`src/verilog/lcd_cmd_pkg.sv`:
```
/*
 * constants for the serial command decoder of a 32x4 segment display driver.
 * assumes a single 100 MHz clock domain.
 */
package lcd_cmd_pkg;
    localparam logic [2:0] ID_READ = 3'b110;
    localparam logic [2:0] ID_WRITE = 3'b101;
    localparam logic [2:0] ID_COMMAND = 3'b100;
    localparam int ID_BITS = 3;
    localparam int ADDR_BITS = 6;
    localparam int NIBBLE_BITS = 4;
    localparam int CMD_BITS = 9;
    localparam logic [1:0] SRC_CRYSTAL = 2'b01;
    localparam logic [1:0] SRC_INTERNAL = 2'b10;
    localparam logic [1:0] SRC_EXTERNAL = 2'b11;
    localparam logic [2:0] RATE_RESET = 3'b111;
    localparam logic [1:0] COMMONS_RESET = 2'b10;
    localparam logic [1:0] SRC_RESET = 2'b10;
    localparam logic [7:0] CMD_TEST = 8'h0_0e0;
    localparam logic [7:0] CMD_NORMAL = 8'h0_0e3;
    typedef enum logic [2:0] {ST_ID, ST_ADDR, ST_WDATA, ST_RDATA, ST_CMD} link_state_e;
endpackage

```
`src/verilog/lcd_serial_command_decoder.sv`:
```
/*
 * serial link decoder: mode ids, display ram access and command words.
 * assumes cs_n, wr_n, rd_n and data arrive asynchronously from a host mcu;
 * each passes two flip-flops before use. strobes must be slower than 4 clocks.
 */
// How it works
// - id 110, six address bits msb first, then nibbles returned lsb first
// - id 101, address msb first, nibble d0 first stored in ram
// - after 101 address, stored nibble shifts out on read strobes, then replaced
// - id 100 once; further nine-bit commands follow without id while selected
// - nine bits per command; 0000-0000 stops oscillator and bias, reset default
// - 0000-0001 starts the oscillator
// - 0000-0010 bias off (default), 0000-0011 bias on
// - 0000-0100 time base output off, 0000-0110 on
// - 0000-0101 watchdog flag output off, 0000-0111 on
// - 0000-1000 buzzer off, 0000-1001 buzzer on
// - 0000-11xx clears the time base count
// - 0000-111x clears watchdog stage, and time base too
// - clock source crystal, internal rc (default) or external
// - 0010-abxc sets bias by c and commons by ab
// - 010x selects high pitch, 011x low pitch, divided from system clock
// - 101x-xnnn sets time base rate 2^nnn hz, default 128 hz
// - same rate code sets watchdog timeout, 4s down to 1/32s
// - 1110-0000 test mode, 1110-0011 normal mode (default)
// - data line sampled on each write strobe rising edge
// - ram data bits driven on read strobe falling edge
// - select high aborts transfer and clears mode; new id needed
// - with external clock selected, system disable is ignored
module lcd_serial_command_decoder
    import lcd_cmd_pkg::*;
#(
    parameter int RAM_WORDS = 32
)(
    input wire logic i_clk,
    input wire logic i_srst,
    input wire logic i_cs_n,
    input wire logic i_wr_n,
    input wire logic i_rd_n,
    input wire logic i_data,
    output logic o_data,
    output logic o_data_oe,
    output logic o_oscillator_on,
    output logic o_bias_gen_on,
    output logic o_timebase_out_on,
    output logic o_watchdog_flag_on,
    output logic o_buzzer_drive_on,
    output logic o_timebase_clear,
    output logic o_watchdog_clear,
    output logic [1:0] o_clock_source,
    output logic o_bias_third,
    output logic [1:0] o_commons,
    output logic o_buzzer_low_pitch,
    output logic o_flag_pin_on,
    output logic [2:0] o_rate_code,
    output logic o_test_mode,
    output logic [3:0] o_ram_nibble_dbg
);
    // pin synchronisers
    logic [3:0] s1_q, s2_q, s3_q;
    always_ff @(posedge i_clk)
    begin
        if (i_srst)
        begin
            s1_q <= 4'h0_00f;
            s2_q <= 4'h0_00f;
            s3_q <= 4'h0_00f;
        end
        else
        begin
            s1_q <= {i_cs_n, i_wr_n, i_rd_n, i_data};
            s2_q <= s1_q;
            s3_q <= s2_q;
        end
    end
    logic cs_n, din, wr_rise, rd_fall;
    assign cs_n = s2_q[3];
    assign din = s2_q[0];
    assign wr_rise = s2_q[2] & ~s3_q[2] & ~cs_n;
    assign rd_fall = ~s2_q[1] & s3_q[1] & ~cs_n;

    logic [3:0] ram_q [RAM_WORDS];
    link_state_e st_q, st_d;
    logic [8:0] sh_q, sh_d;
    logic [3:0] cnt_q, cnt_d;
    logic [5:0] addr_q, addr_d;
    logic is_read_q, is_read_d;
    logic rmw_q, rmw_d;
    logic [3:0] rbuf_q, rbuf_d;
    logic [1:0] rpos_q, rpos_d;
    logic dout_q, dout_d, oe_q, oe_d;
    logic wen;
    logic [3:0] wnib;
    logic cmd_go;
    logic [8:0] cmd_w;

    always_comb
    begin
        st_d = st_q;
        sh_d = sh_q;
        cnt_d = cnt_q;
        addr_d = addr_q;
        is_read_d = is_read_q;
        rmw_d = rmw_q;
        rbuf_d = rbuf_q;
        rpos_d = rpos_q;
        dout_d = dout_q;
        oe_d = oe_q;
        wen = 1'b0;
        wnib = {din, sh_q[8:6]};
        cmd_go = 1'b0;
        cmd_w = {sh_q[7:0], din};
        if (cs_n)
        begin
            st_d = ST_ID;
            cnt_d = 4'h0_000;
            oe_d = 1'b0;
            rmw_d = 1'b0;
            rpos_d = 2'h0_000;
        end
        else
        begin
            if (wr_rise)
            begin
                sh_d = {sh_q[7:0], din};
                cnt_d = cnt_q + 4'h0_001;
                case (st_q)
                    ST_ID:
                        if (cnt_q == 4'(ID_BITS - 1))
                        begin
                            cnt_d = 4'h0_000;
                            is_read_d = ({sh_q[1:0], din} == ID_READ);
                            if ({sh_q[1:0], din} == ID_COMMAND)
                                st_d = ST_CMD;
                            else if ({sh_q[1:0], din} == ID_READ ||
                                     {sh_q[1:0], din} == ID_WRITE)
                                st_d = ST_ADDR;
                        end
                    ST_ADDR:
                        if (cnt_q == 4'(ADDR_BITS - 1))
                        begin
                            cnt_d = 4'h0_000;
                            addr_d = {sh_q[4:0], din};
                            st_d = is_read_q ? ST_RDATA : ST_WDATA;
                        end
                    ST_WDATA:
                    begin
                        sh_d = {din, sh_q[8:1]}; // lsb first
                        if (cnt_q == 4'(NIBBLE_BITS - 1))
                        begin
                            cnt_d = 4'h0_000;
                            wen = 1'b1;
                            addr_d = addr_q + 6'h0_001;
                            rmw_d = 1'b0;
                            rpos_d = 2'h0_000;
                        end
                    end
                    ST_CMD:
                        if (cnt_q == 4'(CMD_BITS - 1))
                        begin
                            cnt_d = 4'h0_000;
                            cmd_go = 1'b1;
                        end
                    default: st_d = ST_ID;
                endcase
            end
            if (rd_fall && (st_q == ST_RDATA || st_q == ST_WDATA))
            begin
                // read, or modify phase of 101 access
                if (rpos_q == 2'h0_000 && !rmw_q)
                begin
                    rbuf_d = ram_q[5'(addr_q)];
                    dout_d = ram_q[5'(addr_q)][0];
                end
                else
                    dout_d = rbuf_q[rpos_q];
                oe_d = 1'b1;
                rmw_d = (st_q == ST_WDATA);
                rpos_d = rpos_q + 2'h0_001;
                if (rpos_q == 2'h0_003 && st_q == ST_RDATA)
                    addr_d = addr_q + 6'h0_001;
            end
            if (!s2_q[2])
                oe_d = 1'b0; // line freed before host bit is taken
        end
    end

    always_ff @(posedge i_clk)
    begin
        if (i_srst)
        begin
            st_q <= ST_ID;
            sh_q <= '0;
            cnt_q <= '0;
            addr_q <= '0;
            is_read_q <= 1'b0;
            rmw_q <= 1'b0;
            rbuf_q <= '0;
            rpos_q <= '0;
            dout_q <= 1'b0;
            oe_q <= 1'b0;
        end
        else
        begin
            st_q <= st_d;
            sh_q <= sh_d;
            cnt_q <= cnt_d;
            addr_q <= addr_d;
            is_read_q <= is_read_d;
            rmw_q <= rmw_d;
            rbuf_q <= rbuf_d;
            rpos_q <= rpos_d;
            dout_q <= dout_d;
            oe_q <= oe_d;
        end
    end

    always_ff @(posedge i_clk)
    begin
        if (wen)
            ram_q[5'(addr_q)] <= wnib;
    end

    // command decoder state
    logic osc_q, osc_d, bias_q, bias_d, tb_q, tb_d, wd_q, wd_d, bz_q, bz_d;
    logic tclr_q, tclr_d, wclr_q, wclr_d, third_q, third_d, low_q, low_d;
    logic flag_q, flag_d, test_q, test_d;
    logic [1:0] src_q, src_d, com_q, com_d;
    logic [2:0] rate_q, rate_d;
    always_comb
    begin
        osc_d = osc_q;
        bias_d = bias_q;
        tb_d = tb_q;
        wd_d = wd_q;
        bz_d = bz_q;
        tclr_d = 1'b0;
        wclr_d = 1'b0;
        third_d = third_q;
        low_d = low_q;
        flag_d = flag_q;
        test_d = test_q;
        src_d = src_q;
        com_d = com_q;
        rate_d = rate_q;
        if (cmd_go)
        begin
            case (cmd_w[8:6])
                3'b000:
                    if (cmd_w[8:5] == 4'h0_000)
                    begin
                        case (cmd_w[4:1])
                            4'h0_000:
                                if (src_q != SRC_EXTERNAL)
                                begin
                                    osc_d = 1'b0;
                                    bias_d = 1'b0;
                                end
                            4'h0_001: osc_d = 1'b1;
                            4'h0_002: bias_d = 1'b0;
                            4'h0_003: bias_d = 1'b1;
                            4'h0_004: tb_d = 1'b0;
                            4'h0_006: tb_d = 1'b1;
                            4'h0_005: wd_d = 1'b0;
                            4'h0_007: wd_d = 1'b1;
                            4'h0_008: bz_d = 1'b0;
                            4'h0_009: bz_d = 1'b1;
                            default:
                            begin
                                tclr_d = (cmd_w[4:3] == 2'b11);
                                wclr_d = (cmd_w[4:2] == 3'b111);
                            end
                        endcase
                    end
                    else if (cmd_w[4:3] != 2'b00)
                        src_d = cmd_w[4:3];
                3'b001:
                    if (cmd_w[5] == 1'b0)
                    begin
                        com_d = cmd_w[4:3];
                        third_d = cmd_w[1];
                    end
                3'b010: low_d = 1'b0;
                3'b011: low_d = 1'b1;
                3'b100: flag_d = cmd_w[4];
                3'b101: rate_d = cmd_w[3:1];
                3'b111:
                    if (cmd_w[8:1] == CMD_TEST)
                        test_d = 1'b1;
                    else if (cmd_w[8:1] == CMD_NORMAL)
                        test_d = 1'b0;
                default: ;
            endcase
        end
    end

    // power-on defaults; host reinitialises anyway
    always_ff @(posedge i_clk)
    begin
        if (i_srst)
        begin
            osc_q <= 1'b0;
            bias_q <= 1'b0;
            tb_q <= 1'b0;
            wd_q <= 1'b0;
            bz_q <= 1'b0;
            tclr_q <= 1'b0;
            wclr_q <= 1'b0;
            third_q <= 1'b0;
            low_q <= 1'b0;
            flag_q <= 1'b0;
            test_q <= 1'b0;
            src_q <= SRC_RESET;
            com_q <= COMMONS_RESET;
            rate_q <= RATE_RESET;
        end
        else
        begin
            osc_q <= osc_d;
            bias_q <= bias_d;
            tb_q <= tb_d;
            wd_q <= wd_d;
            bz_q <= bz_d;
            tclr_q <= tclr_d;
            wclr_q <= wclr_d;
            third_q <= third_d;
            low_q <= low_d;
            flag_q <= flag_d;
            test_q <= test_d;
            src_q <= src_d;
            com_q <= com_d;
            rate_q <= rate_d;
        end
    end

    assign o_data = dout_q;
    assign o_data_oe = oe_q;
    assign o_oscillator_on = osc_q;
    assign o_bias_gen_on = bias_q;
    assign o_timebase_out_on = tb_q;
    assign o_watchdog_flag_on = wd_q;
    assign o_buzzer_drive_on = bz_q;
    assign o_timebase_clear = tclr_q;
    assign o_watchdog_clear = wclr_q;
    assign o_clock_source = src_q;
    assign o_bias_third = third_q;
    assign o_commons = com_q;
    assign o_buzzer_low_pitch = low_q;
    assign o_flag_pin_on = flag_q;
    assign o_rate_code = rate_q;
    assign o_test_mode = test_q;
    assign o_ram_nibble_dbg = rbuf_q;
endmodule

```
`config.mk`:
```
export PLATFORM = sky130hd
export DESIGN_NAME = lcd_serial_command_decoder
export DESIGN_NICKNAME = d
export VERILOG_FILES = /design/src/verilog/lcd_cmd_pkg.sv /design/src/verilog/lcd_serial_command_decoder.sv
export SDC_FILE = /design/constraint.sdc
export NUM_CORES = 1
export LEC_CHECK = 0
export BUFFER_PORTS_ARGS = -buffer_cell sky130_fd_sc_hd__buf_2
export CAP_MARGIN = 10
export CORE_MARGIN = 2
export CORE_UTILIZATION = 30
export CTS_CLUSTER_DIAMETER = 120
export DETAILED_ROUTE_END_ITERATION = 8
export MAX_ROUTING_LAYER = met4
export RECOVER_POWER = 50
export SLEW_MARGIN = 20
export SYNTH_ARGS = -nofsm -noshare
export SYNTH_HDL_FRONTEND = slang
export SYNTH_SLANG_ARGS = --single-unit
```
`constraint.sdc`:
```
create_clock -name i_clk -period 5.7 [get_ports i_clk]
set_clock_uncertainty 0.15 [all_clocks]
set_input_delay 0.285 -clock i_clk [delete_from_list [all_inputs] [get_ports i_clk]]
set_output_delay 0.285 -clock i_clk [all_outputs]
set_load 0.01 [all_outputs]
```
== After elaboration in Yosys (flattened, before gate mapping) ==
Memory sizes are Yosys's and may differ from the RTL's. A register that Yosys moved wholly into a read port is not among the register bits.
Index checks and enable logic that the tools add are counted.
Word-level totals
  memories: 1
  flip-flop bits (word level): 61
  memory bits (writable): 128
  word-level logic and storage cells: 174
  output and inout port bits: 24
  bits of input ports: 6
Cells by class
  reductions and logical operators: 43
  bitwise gates (word level): 13
  equal/unequal tests: 36
  multiplexer cells: 50
  $add $sub $neg: 3
  order comparisons: 1
Memories
  ram_q: words 32, bits a word 4, read ports 1, clocked after memory_dff 1, wr ports 1, RTL line lcd_serial_command_decoder.sv:81  | logic [3:0] ram_q [RAM_WORDS];
Operators by type and width (count)
  6-bit two-way mux: 5
  3-bit equality test (second input constant): 8
  4-bit by 3-bit equality test with 1-bit output (second input constant): 5
  1-bit two-way mux: 20
  4-bit AND reduction: 5
  2-bit nonzero test: 10
  4-bit by 2-bit equality test with 1-bit output (second input constant): 4
  8-bit equality test (second input constant): 2
  4-bit two-way mux: 4
  4-bit one-hot mux with 4 select lines: 1
  5-bit AND reduction: 3
  14-bit OR reduction: 1
  3-bit by 2-bit equality test with 1-bit output (second input constant): 4
  4-bit equality test (second input constant): 3
  3-bit two-way mux: 4
  6-bit one-hot mux with 2 select lines: 1
  3-bit AND reduction: 4
  5-bit two-way mux: 2
  1-bit one-hot mux with 2 select lines: 5
  2-bit AND reduction: 5
  9-bit two-way mux: 1
  1-bit inverter: 9
  3-bit one-hot mux with 3 select lines: 1
  4-bit zero test: 2
  other kinds (21): 37

== Logic depth before layout (Yosys ltp) ==
Gate-level depths: netlist of run 1.
  word-level depth: 8
  mapped depth: 8
  gate-level depth less buffers: 7

== Worst setup path before layout of run 1 ==
Ideal clock, no wire load.
  path kind: flip-flop to flip-flop
  from: register sh_q[7]
  to: register test_q (netlist: o_test_mode)
  required time: 5.418 ns
  slack: 3.524 ns
  stages on the path, launching flop included: 6
  library setup time: 0.132 ns
  path buffers: 1
  arrival time: 1.894 ns
  path through: dfxtp_1 > inv_1 > or4_1 > buf_2 > o41ai_1 > a21oi_1
On the way
  word-level cells in the longest chain between the ends: 3
Ends and longest elaborated chain
  from (decl): RTL line lcd_serial_command_decoder.sv:83  | logic [8:0] sh_q, sh_d;
  from (signal assigned): RTL line lcd_serial_command_decoder.sv:192  | sh_q <= '0;
  from (signal assigned): RTL line lcd_serial_command_decoder.sv:205  | sh_q <= sh_d;
  8-bit equality test, on equally long branches: RTL line lcd_serial_command_decoder.sv:287, lcd_serial_command_decoder.sv:289
  2-bit nonzero test (no line)
  3-bit AND reduction (no line)
  to (signal assigned): RTL line lcd_serial_command_decoder.sv:328  | test_q <= test_d;
  to (decl): RTL line lcd_serial_command_decoder.sv:226  | logic flag_q, flag_d, test_q, test_d;
Several ways; a longest one is shown, not always the timed one.
A chain may end at the register's enable or synchronous reset.

== Worst setup path in the final report of run 1 ==
  from: register sh_q[6]
  to: register osc_q (netlist: o_oscillator_on)
On the way
  word-level cells in the longest chain between the ends: 2
Ends and longest elaborated chain
  4-bit zero test / 3-bit zero test (equally long branches): RTL line lcd_serial_command_decoder.sv:249, lcd_serial_command_decoder.sv:247
  5-bit AND reduction (no line) *
  to (signal assigned): RTL line lcd_serial_command_decoder.sv:318  | osc_q <= osc_d;
  to (decl): RTL line lcd_serial_command_decoder.sv:224  | logic osc_q, osc_d, bias_q, bias_d, tb_q, tb_d, wd_q, wd_d, bz_q, bz_d;
Every way passes the cells marked *; elsewhere a longest branch is shown, timed or not.

==> results of run 1 <==
## how the worst max path moves through the flow
stage	startpoint	end	slack (ns)	depth (start not counted)
final	sh_q[6]$_SDFFE_PP0P_	o_oscillator_on$_SDFFE_PP0P_	2.76	5
after CTS	flip-flop	o_data$_SDFFE_PP0P_	2.94	4
after floorplan	sh_q[7]$_SDFFE_PP0P_	o_test_mode$_SDFFE_PP0P_	3.52	5
after global routing	sh_q[6]$_SDFFE_PP0P_	o_oscillator_on$_SDFFE_PP0P_	2.43	5
after global placement	flip-flop	o_data$_SDFFE_PP0P_	2.99	4
after detailed placement	flip-flop	o_data$_SDFFE_PP0P_	2.93	4
## routing by layer
layer / track usage (%) / vias to the layer above / share of wire (%)
met5: - / - / 0
met4: 4.123 / 0 / 2.1
met3: 2.938 / 29 / 4.8
met2: 20.66 / 149 / 48
met1: 17.18 / 2509 / 45
li1: - / 2361 / -
## final cells by class
cell class | instances | area [um2]
clock buffers | 17 | 425.4
clock inverters | 15 | 192.7
fillers | 2657 | 17550
inverters | 13 | 48.80
multi-input cells | 377 | 2763
flip-flops and latches | 192 | 5129
well taps | 341 | 426.7
repair buffers | 39 | 187.7
## power groups by stage
stage | logic [W] | registers, W | clock network (W)
after floorplan | 0.0000132 | 0.00151 | 0
after global placement | 0.0000217 | 0.00151 | 0
after detailed placement | 0.0000219 | 0.00151 | 0
after CTS | 0.0000242 | 0.00148 | 0.00127
after global routing | 0.0000256 | 0.00148 | 0.00132
final | 0.0000231 | 0.00148 | 0.00125
## cell families (layout without fill, tap and decap cells)
group                      Yosys count  in the layout  share of synthesized area [%]
xor gates and xnor gates             3              3                         0.3251
muxes                               60             60                          11.33
DFF                                192            192                          63.40
buffers and inverters               48             84                          2.523
adders and majority gates           10             10                          1.548
AOI/OAI and AO/OA                   84             84                          7.182
and+or+nand+nor                    220            220                          13.70
## worst register-to-register path, stage by stage, from the launching register on
cell,delay (ns)
dfxtp_1,0.30
clkbuf_1,1.37
nor3_1,0.35
and3_1,0.33
a32oi_1,0.20
nor2_1,0.05
## synthesized netlist by cell type (10+ instances only)
library cell,number,area share (%)
nor2b_1,13,1.0
nand3_1,20,1.2
mux2i_1,33,4.1
nand2_1,40,1.9
ha_1,10,1.5
edfxtp_1,128,48
inv_1,13,0.60
a21oi_1,25,1.5
dfxtp_1,64,16
nor2_1,76,3.5
a211oi_1,11,1.0
mux4_2,25,7.0
clkbuf_1,22,1.0
nor3_1,11,0.68
or2_2,13,1.0
buf_2,10,0.62
## flip-flops by register name, summed over array words and instances, names as in the netlist, 4 cells and up, named ones only
register          count
addr_q                5
cnt_q                 4
o_ram_nibble_dbg      4
ram_q               128
s1_q                  4
s2_q                  4
sh_q                  9
## through the flow
step                hold slack [ns]  setup slack, ns  util, %  instance area [um2]
detailed placement           0.2433            2.934    32.01                 8556
global route                 0.2722            2.425    34.32                 9173
CTS                          0.2615            2.938    34.48                 9214
global placement             0.2416            2.991    32.00                 8552
floorplan                    0.2388            3.524        -                 8084
finish                       0.2601            2.759    34.32                 9173
## timing repair
action | 4_1_cts | 5_1_grt
endpoints found under the setup margin | 0 | 0
hold endpoints to repair | 4 | 0
hold buffers | 4 | 0
==> qor.yml, run 1 <==
status:
  status: "complete, but fails checks"
  failed_checks: "capacitance limit, slew limit"
pwr:
  switchingPower_w: 0.0005669
  p_int_w: 0.002187
  leakagePower_nw: 2.824
  clkPwrFrac_pct: 45.5
  seqPwrFrac_pct: 53.7
  swShare_pct: 20.59
  total_power_w: 0.002754
  vdd_drop_max_v: 0.0002126
  powerDensity_nw_per_um2: 300.2
  combPwrFrac_pct: 0.8
critical_path:
  r2r_cells: 5
  path_cells: "clkbuf_1 -> nor3_1 -> and3_1 -> a32oi_1 -> nor2_1"
  cp.required_ns: 5.79
  cp_top_family: "buffers and inverters"
  path_buf_inv: 1
  cp.arrival_ns: 3.03
  rrSetupSlack_ns: 2.76
  startpoint_type: "flip-flop"
  critical_path_class: "reg2reg"
  reg2reg_to: "o_oscillator_on$_SDFFE_PP0P_"
  r2r-start: "sh_q[6]$_SDFFE_PP0P_"
  cp_max_fo: 42
  slowest_delay_ns: 1.37
  crit_path_end_kind: "flip-flop"
  critPathSlowestCell: "clkbuf_1"
floorplan:
  die_x_um: 168.2
  ioPinCount: 30
  die_h_um: 168.2
  fp.dieArea_um2: 28280
  core_area_um2: 26730
  start_util_pct: 30.25
  fp-row-count: 60
global_routing:
  grt_antenna_before_repair: 0
  grt_usage_pct: 13.19
  grt_pass1_vias: 4814
  overflow: 0
  grt_pass1_wl_mm: 27.95
  grt_max_degree: 50
placed_design:
  hpwl_mm: 11.63
  io_buffers: 29
  gp_congestion: 0.8447
  dp.cells: 958
timing:
  min_period_ns: 2.941
  slew_violations: 133
  tightest_slew_ns: 2.121
  hold_viol_final: 0
  setup-tns-final_ns: 0
  period_share_pct: 51.59
  rsz0062_at_grt: "no"
  max_freq_mhz: 340.1
  setup_viol: 0
  maxSlewHeadroom_pct: -41.42
detailed_routing:
  wl_mm: 17.53
  drc_errors: 0
  viasPerCell: 5.078
  drt_iter0_drc: 407
  ant_nets: 0
  wl_per_cell_um: 17.64
  dr.pass1.iters: 5
  dr_total_vias: 5048
synth:
  synth_nets: 633
  yosysSeqAreaShare_pct: 63.40
  synth_edf_count: 128
  yosysWarnings: 0
  ys_async_sr_fraction_pct: 0
  ys_ff_latch: 192
  ys_types: 61
  syn_area_um2: 8084
  ys.flop_type: "edfxtp_1"
  syn_inst: 617
  synth_area_per_cell_um2: 13.10
final_layout:
  area_growth_pct: 13.47
  final_cells: 994
  final_common_cell: "edfxtp_1"
  most-common-layout-cells: "edfxtp_1 (128), nor2_1 (76), dfxtp_1 (63)"
  antenna_cells: 0
  drive_gt1_share_pct: 13.48
  nets: 656
clock_network:
  clock_latency_ns: 0.44
  cts_tree: "built"
  cts_sinks: 192
  h-tree-depth: 4
  cts_buffers: 17
  postCtsSetupRepairBufs: 0
  cts_buffer_depth: 2
  cts-root-buf: "clkbuf_16"
  cts.clk_slew.worst_paths_ns: 0.07
  ctsResizeCount: 0
min_path:
  min_path_cells: 1
  min_to: "s2_q[1]$_SDFF_PP1_"
  worstHoldPathType: "reg2reg"
  hp-start: "s1_q[1]$_SDFF_PP1_"
flow_run:
  drv_cap: 3
(Power assumes the default switching activity.)
==> run 2: changes to the inputs <==
--- a/config.mk
+++ b/config.mk
@@ -5,6 +5,7 @@
 export SDC_FILE = /design/constraint.sdc
 export NUM_CORES = 1
 export LEC_CHECK = 0
+export ABC_AREA = 1
 export BUFFER_PORTS_ARGS = -buffer_cell sky130_fd_sc_hd__buf_2
 export CAP_MARGIN = 10
 export CORE_MARGIN = 2
==> constraint.sdc (replaced) <==
create_clock -name i_clk -period 2.5 [get_ports i_clk]
set_clock_uncertainty 0.15 [all_clocks]
set_input_delay 0.125 -clock i_clk [delete_from_list [all_inputs] [get_ports i_clk]]
set_output_delay 0.125 -clock i_clk [all_outputs]
set_load 0.01 [all_outputs]
==> qor.yml, run 2 <==
timing:
  tightest_slew_ns: 1.612  # -0.5093 ns
  max_freq_mhz: 470.1  # +38%
  period_share_pct: 85.08  # +33 points
  final.setup.worst_slack_ns: 0.3729  # -2.386 ns
  setup-tns-final_ns: 0  # unchanged
  hold_viol_final: 0  # unchanged
  hold_slack_ns: 0.2609  # +0.0008240 ns
  rsz0062_at_grt: "no"
  min_period_ns: 2.127  # -0.8135 ns
  maxSlewHeadroom_pct: -7.473  # +34 points
  setup_viol: 0  # unchanged
  slew_violations: 33  # -75%
synth:
  synth_edf_count: 128  # unchanged
  synth_top_cell_by_area: "edfxtp_1"
  ys.flop_type: "edfxtp_1"
  yosysSeqAreaShare_pct: 62.73  # -0.67 points
  ys_types: 33  # -46%
  synth_most_common_cell: "nand2_1"
  synth_area_per_cell_um2: 9.750  # -26%
  synth_nets: 854  # +35%
  synthTopCellsByCount: "nand2_1 (149), edfxtp_1 (128), nor2_1 (106), nand3_1 (105), dfxtp_1 (64)"
  synth_top_area_share_pct: 47.04  # -0.50 points
  syn_inst: 838  # +36%
  yosysWarnings: 0  # unchanged
  ys_async_sr_fraction_pct: 0  # unchanged
  ys_ff_latch: 192  # unchanged
  synth_area_leaders: "edfxtp_1 (47%), dfxtp_1 (16%), nand2_1 (6.8%), nand3_1 (6.4%), nor2_1 (4.9%)"
  syn_area_um2: 8170  # +1.1%
floorplan:
  fp-row-count: 60  # unchanged
  die_x_um: 169.0  # +0.52%
  ioPinCount: 30  # unchanged
  die_h_um: 169.0  # +0.52%
  fp.dieArea_um2: 28570  # +1.0%
  start_util_pct: 30.40  # +0.15 points
  core_area_um2: 26880  # +0.56%
global_routing:
  grt_max_degree: 74  # +48%
  grt_antenna_before_repair: 0  # unchanged
  grt_pass1_wl_mm: 30.47  # +9.0%
  grt_usage_pct: 14.01  # +0.82 points
  grt_pass1_vias: 5829  # +21%
  overflow: 0  # unchanged
critical_path:
  cp.required_ns: 2.44  # -3.35 ns
  startpoint_type: "flip-flop"
  slowest_delay_ns: 0.41  # -0.96 ns
  path_cells: "ha_1 -> inv_1 -> nor2_1 -> nand2_1 -> inv_2 -> nand2_2 -> nor2_1"
  crit_path_end_kind: "flip-flop"
  path_common_cell: "nor2_1"
  critical_path_class: "reg2reg"
  cp_max_fo: 8  # -81%
  rrSetupSlack_ns: 0.37  # -2.39 ns
  cp.arrival_ns: 2.07  # -0.96 ns
  critPathSlowestCell: "dfxtp_1"
final_layout:
  nets: 888  # +35%
  antenna_cells: 0  # unchanged
  final_common_cell: "nand2_1"
  top_regs: "ram_q (128), sh_q (9), addr_q (5)"
  multiInputGateArea_um2: 2658  # -3.8%
  drive_gt1_share_pct: 9.040  # -4.4 points
  postLayoutCellArea_um2: 9355  # +2.0%
  seq_area_um2: 5126  # about the same
  regMostFlops: "ram_q"
  largest_register_ff_count: 128  # unchanged
  area_growth_pct: 14.50
  post-route-util_pct: 34.81  # +0.49 points
  most-common-layout-cells: "nand2_1 (151), edfxtp_1 (128), nor2_1 (106)"
  fill_cells: 2719  # +2.3%
clock_network:
  cts_buffer_depth: 2  # unchanged
  clock_latency_ns: 0.43  # about the same
  h-tree-depth: 4  # unchanged
  cts_tree: "built"
  cts_buffers: 17  # unchanged
  cts_sinks: 192  # unchanged
  cts-root-buf: "clkbuf_16"
  cts.clk_slew.worst_paths_ns: 0.07  # about the same
  postCtsSetupRepairBufs: 0  # unchanged
pwr:
  powerDensity_nw_per_um2: 674.8  # +120%
  leakagePower_nw: 3.305  # +17%
  swShare_pct: 22.35  # +1.8 points
  p_int_w: 0.004902  # +120%
  switchingPower_w: 0.001411  # +150%
  combPwrFrac_pct: 3.7  # +2.9 points
  vdd_drop_max_v: 0.0004864  # +130%
  clkPwrFrac_pct: 42.8  # -2.7 points
  seqPwrFrac_pct: 53.5  # -0.2 points
status:
  status: "complete, but fails checks"
  failed_checks: "capacitance limit, slew limit"
detailed_routing:
  dr_total_vias: 5881  # +17%
  viasPerCell: 4.797  # -5.5%
  drc_errors: 0  # unchanged
  wl_per_cell_um: 15.45  # -12%
  drt_iter0_drc: 471  # +16%
  wl_mm: 18.95  # +8.1%
  ant_nets: 0  # unchanged
  dr.pass1.iters: 5  # unchanged
placed_design:
  dpl_cell_area_um2: 8712  # +1.8%
  gp_congestion: 0.8629  # +2.2%
  io_buffers: 29  # unchanged
  hpwl_mm: 12.08  # +3.9%
  dpl_worst_slack_ns: 0.4058  # -2.528 ns
min_path:
  worstHoldPathType: "reg2reg"
flow_run:
  drv_cap: 1  # -2
-- run 2: final timing paths --
| kind | startpoint | cells past startpoint | to |
|---|---|---|---|
| hold reg to reg | s1_q[3]$_SDFF_PP1_ | 1 | s2_q[3]$_SDFF_PP1_ |
| setup reg to reg | cnt_q[1]$_SDFFE_PP0N_ | 7 | ram_q[2][2]$_DFFE_PP_ |
| setup / recovery | cnt_q[1]$_SDFFE_PP0N_ | 7 | ram_q[2][2]$_DFFE_PP_ |
| hold / removal | s1_q[3]$_SDFF_PP1_ | 1 | s2_q[3]$_SDFF_PP1_ |
-- run 2: cells by family after synthesis --
family          share of synthesized area [%]
xor+xnor                               0.4287
buf+inv                                 4.686
fa+ha+maj                               1.531
flops                                   62.73
simple gates                            21.53
compound gates                          9.097
-- run 2: critical path, delay by kind of cell, from the launching register on --
kind	cells	cell delay (ns)
adder cells (fa/ha/maj)	1	0.20
buffers and inverters	2	0.21
flip-flops	1	0.41
AND/OR/NAND/NOR	4	0.82
-- run 2: cell type report --
class,instances,share of cell area (%)
flip-flops and latches,192,54.79
multi-input cells,549,28.41
clock buffers,20,5.229
well taps,341,4.561
repair buffers,51,3.370
inverters,61,2.448
clock inverters,12,1.190
-- run 2: stage by stage --
stage | cells | total power, W
detailed placement | 1185 | 0.003673
CTS | 1226 | 0.006359
global placement | 1185 | 0.003674
finish | 1226 | 0.006313
global route | 1226 | 0.006513
floorplan | 838 | 0.003600
-- run 2: what timing repair did --
item	4_1_cts	5_1_grt
resized for setup	0	0
hold buffers	9	0
hold endpoints to repair	13	0
-- run 2: metal layers --
metal / global-route usage, % / up-vias / routed length [um]
li1: - / 2946 / -
met1: 18.31 / 2783 / 8898
met2: 22.97 / 137 / 9061
met3: 2.408 / 15 / 814
met4: 3.084 / 0 / 171
met5: - / - / 0
-- run 2: power groups by stage --
| stage | clock network (W) | registers [W] | logic [W] |
|---|---|---|---|
| final | 0.00270 | 0.00338 | 0.000235 |
| after global placement | 0 | 0.00345 | 0.000226 |
| after CTS | 0.00275 | 0.00338 | 0.000236 |
| after floorplan | 0 | 0.00344 | 0.000160 |
| after detailed placement | 0 | 0.00345 | 0.000225 |
| after global routing | 0.00287 | 0.00338 | 0.000265 |
==> run 3: changes to the inputs <==
--- a/config.mk
+++ b/config.mk
@@ -5,7 +5,6 @@
 export SDC_FILE = /design/constraint.sdc
 export NUM_CORES = 1
 export LEC_CHECK = 0
-export ABC_AREA = 1
 export BUFFER_PORTS_ARGS = -buffer_cell sky130_fd_sc_hd__buf_2
 export CAP_MARGIN = 10
 export CORE_MARGIN = 2
==> qor.yml, run 3 (synthesis gave the netlist of run 1 again) <==
detailed_routing:
  viasPerCell: 5.035  # +5.0%
  drt_iter0_drc: 500  # +6.2%
  wl_per_cell_um: 18.21  # +18%
  dr.pass1.iters: 5  # unchanged
  dr_total_vias: 5111  # -13%
  drc_errors: 0  # unchanged
  wl_mm: 18.48  # -2.4%
  ant_nets: 0  # unchanged
clock_network:
  cts_buffers: 17  # unchanged
  clock_latency_ns: 0.43  # about the same
  cts_tree: "built"
  cts-root-buf: "clkbuf_16"
  h-tree-depth: 4  # unchanged
  ctsResizeCount: 0  # unchanged
  cts_sinks: 192  # unchanged
  cts_buffer_depth: 2  # unchanged
  cts.clk_slew.worst_paths_ns: 0.07  # about the same
final_layout:
  largest_register_ff_count: 128  # unchanged
  nets: 677  # -24%
  regMostFlops: "ram_q"
  area_growth_pct: 15.06
  multiInputGateArea_um2: 2760  # +3.9%
  seq_area_um2: 5126  # unchanged
  post-route-util_pct: 34.80  # about the same
  fill_cells: 2643  # -2.8%
  top_regs: "ram_q (128), sh_q (9), addr_q (5)"
  drive_gt1_share_pct: 16.47  # +7.4 points
  most-common-layout-cells: "edfxtp_1 (128), nor2_1 (76), dfxtp_1 (63)"
  final_common_cell: "edfxtp_1"
  antenna_cells: 0  # unchanged
status:
  status: "complete, but fails checks"
  failed_checks: "capacitance limit"
timing:
  tightest_slew_ns: 1.495  # -0.1174 ns
  setup_viol: 0  # unchanged
  period_share_pct: 95.85  # +11 points
  hold_viol_final: 0  # unchanged
  rsz0062_at_grt: "yes"
  slew_violations: 0  # -100%
  setup-tns-final_ns: 0  # unchanged
  min_period_ns: 2.396  # +0.2692 ns
  maxSlewHeadroom_pct: 0.3557  # +7.8 points
  max_freq_mhz: 417.3  # -11%
critical_path:
  startpoint_type: "flip-flop"
  critical_path_class: "reg2reg"
  crit_path_end_kind: "flip-flop"
  cp_max_fo: 8  # unchanged
  cp.arrival_ns: 2.34  # +0.27 ns
  cp.required_ns: 2.44  # about the same
min_path:
  worstHoldPathType: "in2reg"
pwr:
  powerDensity_nw_per_um2: 641.8  # -4.9%
  vdd_drop_max_v: 0.0004108  # -16%
  swShare_pct: 21.50  # -0.84 points
  seqPwrFrac_pct: 56.4  # +2.9 points
  leakagePower_nw: 2.908  # -12%
  combPwrFrac_pct: 1.0  # -2.7 points
  total_power_w: 0.005969  # -5.4%
  switchingPower_w: 0.001284  # -9.0%
  clkPwrFrac_pct: 42.6  # -0.2 points
  p_int_w: 0.004686  # -4.4%
floorplan:
  fp.dieArea_um2: 28280  # -1.0%
  die_h_um: 168.2  # -0.52%
  fp-row-count: 60  # unchanged
  start_util_pct: 30.25  # -0.15 points
  core_area_um2: 26730  # -0.56%
  ioPinCount: 30  # unchanged
  die_x_um: 168.2  # -0.52%
global_routing:
  grt_antenna_before_repair: 0  # unchanged
  grt_usage_pct: 13.65  # -0.36 points
  grt_pass1_vias: 5085  # -13%
  grt_pass1_wl_mm: 28.72  # -5.7%
  overflow: 0  # unchanged
  grt_max_degree: 39  # -47%
placed_design:
  hpwl_mm: 12.33  # +2.1%
  io_buffers: 29  # unchanged
  gp_congestion: 0.7980  # -7.5%
flow_run:
  drv_cap: 1  # unchanged
[run 3: cell count changes in the layout (fill, tap and decap cells not counted), sizes merged, moves of 33 or more]
cell,previous run,this run
nand2,157,40
nand3,105,20
o21ai,58,6
inv,68,19
mux2i,0,33
nor2,109,76
[run 3: per-stage QoR]
stage          setup WS, ns  cell area (um2)  instances  hold WS, ns
2_1_floorplan        0.3237             8084        617      0.07881
3_3_place_gp         0.1646             8747        979       0.1598
3_5_place_dp        0.07187             8747        979       0.1663
4_1_cts             0.07745             9343       1015      0.02418
5_1_grt            -0.05695             9301       1015      0.06677
6_report             0.1037             9301       1015      0.02772
[run 3: cell type report]
type                       count  share of cell area (%)
sequential                   192                   55.11
multi-input combinational    377                   29.67
tap                          341                   4.587
clock buffer                  17                   4.574
timing repair buffer          60                   4.130
clock inverter                15                   1.399
inverter                      13                  0.5246
[run 3: power groups by stage]
stage / sequential (W) / combinational (W) / clock (W)
after floorplan: 0.00344 / 0.0000300 / 0
after global placement: 0.00344 / 0.0000559 / 0
after detailed placement: 0.00344 / 0.0000566 / 0
after CTS: 0.00337 / 0.0000615 / 0.00260
after global routing: 0.00337 / 0.0000666 / 0.00272
final: 0.00337 / 0.0000594 / 0.00254
[run 3: worst paths after layout]
| path | start | to | slack, ns | cells after the start |
|---|---|---|---|---|
| worst max-delay path | s2_q[2]$_SDFF_PP1_ | ram_q[1][0]$_DFFE_PP_ | 0.10 | 5 |
| worst min-delay path | i_srst | o_watchdog_flag_on$_SDFFE_PP0P_ | 0.03 | 2 |
| worst max register to register | s2_q[2]$_SDFF_PP1_ | ram_q[1][0]$_DFFE_PP_ | 0.10 | 5 |
| worst min register to register | s1_q[1]$_SDFF_PP1_ | s2_q[1]$_SDFF_PP1_ | 0.26 | 1 |
[run 3: what timing repair did]
action                                  in CTS  in global routing
hold endpoints to repair                     4                  0
hold buffers                                 4                  0
buffers inserted                             0                  0
endpoints found under the setup margin       0                 32
[run 3: routing by layer]
metal  wire length, um  track usage (%)  vias to the layer above
met5                 0                -                        -
met1              8351            17.85                     2512
met3              1064            2.868                       30
li1                  -                -                     2401
met2              8725            21.52                      168
met4               342            4.085                        0
[run 3: critical path: stages (launching register included)]
cell	delay [ns]
dfxtp_1	0.37
or3b_4	0.44
nor2_1	0.13
and3_1	0.24
nand2_1	0.32
nor2_1	0.41
